$ cat src/uisc_pkg.sv
// Package with offsets, field positions and reset values of the interrupt status register.
package uisc_pkg;
  localparam logic [3:0] UISC_OFFSET_ISC = 4'hF; // Offset of interrupt_status_clear.
  localparam logic [7:0] UISC_LINE_CTRL_BANK = 8'hBF; // Line control value that opens the bank.
  localparam int UISC_SPECIAL_EN_BIT = 2; // Special function bit that enables access.
  localparam logic [7:0] UISC_RESET_VAL = 8'h00; // Reset value of the register.
  localparam int UISC_BIT_HSK = 7; // Handshake line change source.
  localparam int UISC_BIT_XOFF = 6; // Flow-off or special character source.
  localparam int UISC_BIT_MODEM = 5; // Modem status source.
  localparam int UISC_BIT_TXH = 4; // Transmit holding source.
  localparam int UISC_BIT_RXTO = 3; // Receiver timeout source.
  localparam int UISC_BIT_RXH = 2; // Receive holding source.
  localparam int UISC_BIT_LERR = 1; // Receive line error source.
  localparam int UISC_BIT_CLR = 0; // Self-clearing clear command.
  localparam int UISC_NSRC = 7; // Number of interrupt sources.
endpackage : uisc_pkg

$ cat src/uisc_top.sv
// Interrupt status and clear register of the serial bridge.
// Operation
// - Reachable only with bank value and enable bit.
// - Register resets to all zeros.
// - Bit 7 shows handshake change interrupt.
// - Bit 6 shows flow-off or special character.
// - Bit 5 shows modem interrupt.
// - Bit 4 shows transmit holding interrupt.
// - Bit 3 shows receiver timeout interrupt.
// - Bit 2 shows receive holding interrupt.
// - Bit 1 shows receive line error.
// - Writing one to bit 0 clears status.
// - Bit 0 returns to zero by itself.
`timescale 1ns/1ps
module uisc_top
  import uisc_pkg::*;
(
  input wire logic clk_in, // UART clock.
  input wire logic reset_n_in, // Asynchronous reset, active low.
  input wire logic [3:0] reg_addr_in, // Register offset from the host port.
  input wire logic reg_wr_in, // One-cycle write strobe.
  input wire logic reg_rd_in, // One-cycle read strobe.
  input wire logic [7:0] reg_wdata_in, // Write data.
  input wire logic [7:0] line_control_reg_in, // Current line control register value.
  input wire logic [7:0] special_function_reg_in, // Current special function register value.
  input wire logic [UISC_NSRC-1:0] src_event_in, // Source pulses, bit 0 maps to status bit 1.
  output logic [7:0] reg_rdata_out, // Read data, registered.
  output logic reg_rvalid_out, // One-cycle pulse with read data.
  output logic [7:0] status_out, // Live register contents.
  output logic clear_all_status_out // One-cycle pulse when status is wiped.
);
  // All state of the block in one struct.
  typedef struct packed {
    logic [7:0] isc; // Register contents.
    logic [7:0] rdata; // Read data.
    logic rvalid; // Read answer pulse.
    logic clr; // Clear pulse.
  } uisc_state_t;

  uisc_state_t s_q; // Registered state.
  uisc_state_t s_d; // Next state.
  logic bank_open; // Access enable for this register.
  logic sel; // Register is addressed and reachable.

  // Bank decode: the register is selected only in the special bank.
  assign bank_open = (line_control_reg_in == UISC_LINE_CTRL_BANK) &&
                     special_function_reg_in[UISC_SPECIAL_EN_BIT];
  assign sel = bank_open && (reg_addr_in == UISC_OFFSET_ISC);

  // Next-state logic for status bits, clear command and read port.
  always_comb begin
    logic do_clr;
    do_clr = 1'b0;
    s_d = s_q;
    s_d.rvalid = 1'b0;
    s_d.clr = 1'b0;
    s_d.isc[UISC_BIT_CLR] = 1'b0;
    if (sel && reg_wr_in) begin
      // Software may write the status bits directly.
      s_d.isc[7:1] = reg_wdata_in[7:1];
      if (reg_wdata_in[UISC_BIT_CLR]) begin
        do_clr = 1'b1;
      end
    end
    if (do_clr) begin
      // Clear wipes every status bit.
      s_d.isc[7:1] = '0;
      s_d.clr = 1'b1;
    end
    // Sources set their bits; a set beats a clear in the same cycle.
    s_d.isc[UISC_BIT_LERR] = s_d.isc[UISC_BIT_LERR] | src_event_in[0];
    s_d.isc[UISC_BIT_RXH] = s_d.isc[UISC_BIT_RXH] | src_event_in[1];
    s_d.isc[UISC_BIT_RXTO] = s_d.isc[UISC_BIT_RXTO] | src_event_in[2];
    s_d.isc[UISC_BIT_TXH] = s_d.isc[UISC_BIT_TXH] | src_event_in[3];
    s_d.isc[UISC_BIT_MODEM] = s_d.isc[UISC_BIT_MODEM] | src_event_in[4];
    s_d.isc[UISC_BIT_XOFF] = s_d.isc[UISC_BIT_XOFF] | src_event_in[5];
    s_d.isc[UISC_BIT_HSK] = s_d.isc[UISC_BIT_HSK] | src_event_in[6];
    if (reg_rd_in) begin
      // Reads outside the bank return zero.
      s_d.rvalid = 1'b1;
      s_d.rdata = sel ? s_q.isc : 8'h00;
    end
  end

  // State register with asynchronous reset.
  always_ff @(posedge clk_in or negedge reset_n_in) begin
    if (!reset_n_in) begin
      s_q <= '{isc: UISC_RESET_VAL, rdata: 8'h00, rvalid: 1'b0, clr: 1'b0};
    end else begin
      s_q <= s_d;
    end
  end

  assign reg_rdata_out = s_q.rdata;
  assign reg_rvalid_out = s_q.rvalid;
  assign status_out = s_q.isc;
  assign clear_all_status_out = s_q.clr;
endmodule : uisc_top

$ cat config.mk
export PLATFORM = sky130hd
export DESIGN_NAME = uisc_top
export DESIGN_NICKNAME = d
export VERILOG_FILES = /design/src/uisc_pkg.sv /design/src/uisc_top.sv
export SDC_FILE = /design/constraint.sdc
export NUM_CORES = 1
export LEC_CHECK = 0
export BUFFER_PORTS_ARGS = -buffer_cell sky130_fd_sc_hd__buf_2
export CORE_MARGIN = 5
export CORE_UTILIZATION = 34
export DETAILED_ROUTE_END_ITERATION = 6
export PLACE_DENSITY = 0.73
export REMOVE_ABC_BUFFERS = 1
export SKIP_LAST_GASP = 1
export SYNTH_ARGS = -nofsm -noshare
export SYNTH_HDL_FRONTEND = slang
export SYNTH_SLANG_ARGS = --single-unit
$ cat constraint.sdc
create_clock -name clk_in -period 0.8 [get_ports clk_in]
set_clock_uncertainty 0.05 [all_clocks]
set_input_delay 0.04 -clock clk_in [delete_from_list [all_inputs] [get_ports clk_in]]
set_output_delay 0.04 -clock clk_in [all_outputs]
set_load 0.01 [all_outputs]
==> impl_metrics.csv <==
group,metric,value,unit
routing,drtIter0Drc,12,
pwr,p_per_area,1200,nW/um^2
status,status,"finished, violations left",
status,violations,"setup timing",
logic_synthesis,ys.flop_type,"dfrtp_1",
placement,hpwl,1570,um
routing,drc_errors,0,
sta,post-route-min-period,930,ps
placement,gp_congestion,0.833,
critical_path,max_stage_delay,400,ps
global_routing,grt_max_degree,17,
routing,ant_nets,0,
logic_synthesis,synth.ff_latch_count,16,
finish,drive_above_1_share,57.1,%
logic_synthesis,synth_cells,71,
finish,instances_no_fill,167,
pwr,p_comb_share,13.9,%
pwr,clkPwrFrac,33.7,%
floorplan,rows,16,
floorplan,die-area,3160,sq um
cts,clock-sinks,16,
pwr,switching_share,22.5,%
min_path,hold_path_class,"in -> reg",
floorplan,die_x,56.2,um
placement,io_buffers,47,
pwr,vdd_drop_max,0.812,mV
global_routing,grt-ovfl-total,0,
floorplan,coreArea,2000,sq um
finish,fin_nets,180,
critical_path,path_cells,"buf_4 > nor2_2 > mux2i_1",
finish,layout_commonest_cell,"buf_2",
routing,wl,2340,um
routing,drt-pass1-iter-count,3,
critical_path,worstPathArrival,1040,ps
cts,path_clk_slew,90,ps
cts,cts-root-buf,"clkbuf_4",
floorplan,die-height,56.2,um
sta,fmax,1080,MHz
pwr,p_switching,0.348,mW
logic_synthesis,synthMuxAreaShare,9.64,%
logic_synthesis,synth_top_family_by_area,"simple AND/OR/NAND/NOR gates",
sta,fin_ws,-130,ps
critical_path,crit_path_start_kind,"flip-flop",
global_routing,grt_use_total,14.1,%
routing,vias,788,
cts,clock_path_buffers,2,
cts,cts_buffers,3,
logic_synthesis,yosysSeqAreaShare,55.1,%
critical_path,crit_slowest_cell,"dfrtp_1",
floorplan,start_util,36.3,%
pwr,power_frac_seq,52.4,%
finish,utilization,64.6,%
pwr,power.total,1.55,mW
global_routing,grt_pass1_vias,762,
cts,htree_levels,1,
pwr,p_leak,0.678,nW
sta,final-hold-violation-count,0,
finish,insertedDiodeCount,0,
logic_synthesis,synthSimpleGateAreaFrac,17.2,%
routing,drt-vias-per-instance,4.72,
critical_path,crit_required,910,ps
logic_synthesis,synth_compound_area_share,10.8,%
logic_synthesis,synth_xor_area_share,0,%
sta,grt_setup_unrepaired,"true",
logic_synthesis,async_flop_share,100,%
cts,clk_latency,280,ps
logic_synthesis,syn_area_per_cell,10.2,sq um
critical_path,cp_max_fo,2,
routing,wl_per_cell,14.0,um
logic_synthesis,netlist_area,727,sq um
sta,final.period_utilization,116,%
flow_run,maxCapViolCount,0,
pwr,p_int,1.20,mW
critical_path,critPathKind,"reg -> reg",
cts,cts_tree,"built",
global_routing,grt_pass1_wl,3470,um
sta,drv_slew,0,
floorplan,io_pins,57,
logic_synthesis,synth_edf_count,0,
sta,finalSetupViolCount,31,
placement,dp_cells,144,
logic_synthesis,yosysUniqueCellTypes,17,
finish,area_growth,77.8,%
finish,mostFrequentLayoutCells,"46 x buf_2, 16 x dfrtp_1, 10 x dlygate4sd3_1, 8 x inv_1, 7 x mux2i_1",
logic_synthesis,synth_fa_ha_area_share,0,%
logic_synthesis,ys_warn_count,0,
global_routing,antenna_found_initial,0,
critical_path,crit_path_end_kind,"flip-flop",
[routing by layer]
| metal | up-vias | share of wire, % | GRT usage [%] |
|---|---|---|---|
| met5 | - | 0 | 0 |
| met4 | 0 | 3.7 | 7.12 |
| met3 | 12 | 5.8 | 4.41 |
| met2 | 31 | 52 | 23.9 |
| met1 | 367 | 38 | 15.8 |
| li1 | 378 | - | - |
[per-stage QoR]
stage / setup TNS [ps] / hold WS (ps) / setup slack [ps] / cell area [sq um]
after floorplan: -509 / -306 / -38.0 / 712
after global placement: -2270 / -91.2 / -176 / 988
after detailed placement: -3020 / -82.6 / -232 / 988
after CTS: -2240 / 0.638 / -124 / 1180
after global routing: -3340 / 13.2 / -176 / 1290
final: -2290 / 1.80 / -130 / 1290
[sequential cells by signal, summed over array words and instances, names as in the netlist]
register              cells
reg_rvalid_out            1
status_out                7
reg_rdata_out             7
clear_all_status_out      1
[logic make-up after synthesis]
group | Yosys count
compound gates | 14
buf+inv | 11
flops | 16
mux | 7
other cells | 1
simple gates | 22
[cells in the mapped netlist (2+ instances only)]
| cell | count | share of area (%) |
|---|---|---|
| mux2i_1 | 7 | 9.6 |
| a21oi_1 | 7 | 4.8 |
| nor2_1 | 8 | 4.1 |
| nand2_1 | 7 | 3.6 |
| inv_1 | 8 | 4.1 |
| dfrtp_1 | 16 | 55 |
| buf_4 | 2 | 2.1 |
| o22ai_1 | 7 | 6.0 |
[timing repair]
item / in CTS / in global routing
endpoints found under the setup margin: 16 / 30
pin swaps: 0 / 7
resized for setup: 0 / 25
hold buffers: 10 / 0
buffers inserted: 8 / 1
endpoints found under the hold margin: 22 / 0
[worst paths after layout]
check	from	endpoint	slack [ps]	cells past startpoint
max in group asynchronous	reset_n_in	reg_rvalid_out$_DFF_PN0_	310	2
min reg2reg	reg_rdata_out[4]$_DFFE_PN0P_	reg_rdata_out[4]$_DFFE_PN0P_	480	2
min	reg_wdata_in[3]	status_out[3]$_DFF_PN0_	2	3
max reg2reg	status_out[4]$_DFF_PN0_	status_out[4]$_DFF_PN0_	-130	3
min in group asynchronous	reset_n_in	reg_rdata_out[2]$_DFFE_PN0P_	140	2
max	status_out[4]$_DFF_PN0_	status_out[4]$_DFF_PN0_	-130	3
[power by group through the flow]
stage | logic [mW] | clock network [mW] | registers, mW
floorplan | 0.0429 | 0 | 0.829
global placement | 0.148 | 0 | 0.827
detailed placement | 0.154 | 0 | 0.827
CTS | 0.192 | 0.543 | 0.811
global route | 0.237 | 0.573 | 0.812
finish | 0.216 | 0.521 | 0.811
[worst max-delay path: cells and delay by family, from the launching register on]
kind                   cells  cell delay (ps)
DFF                        1              400
buffers and inverters      1              160
and+or+nand+nor            1              110
muxes                      1               90
[area by class of cell]
type                    count  area (sq um)
multi-input cells          45           360
clock buffers               4          36.3
fillers                   156           709
flip-flops and latches     16           400
repair buffers             67           432
well taps                  27          33.8
inverters                   8          30.0
Note: power is estimated with default switching activity, not from simulation.
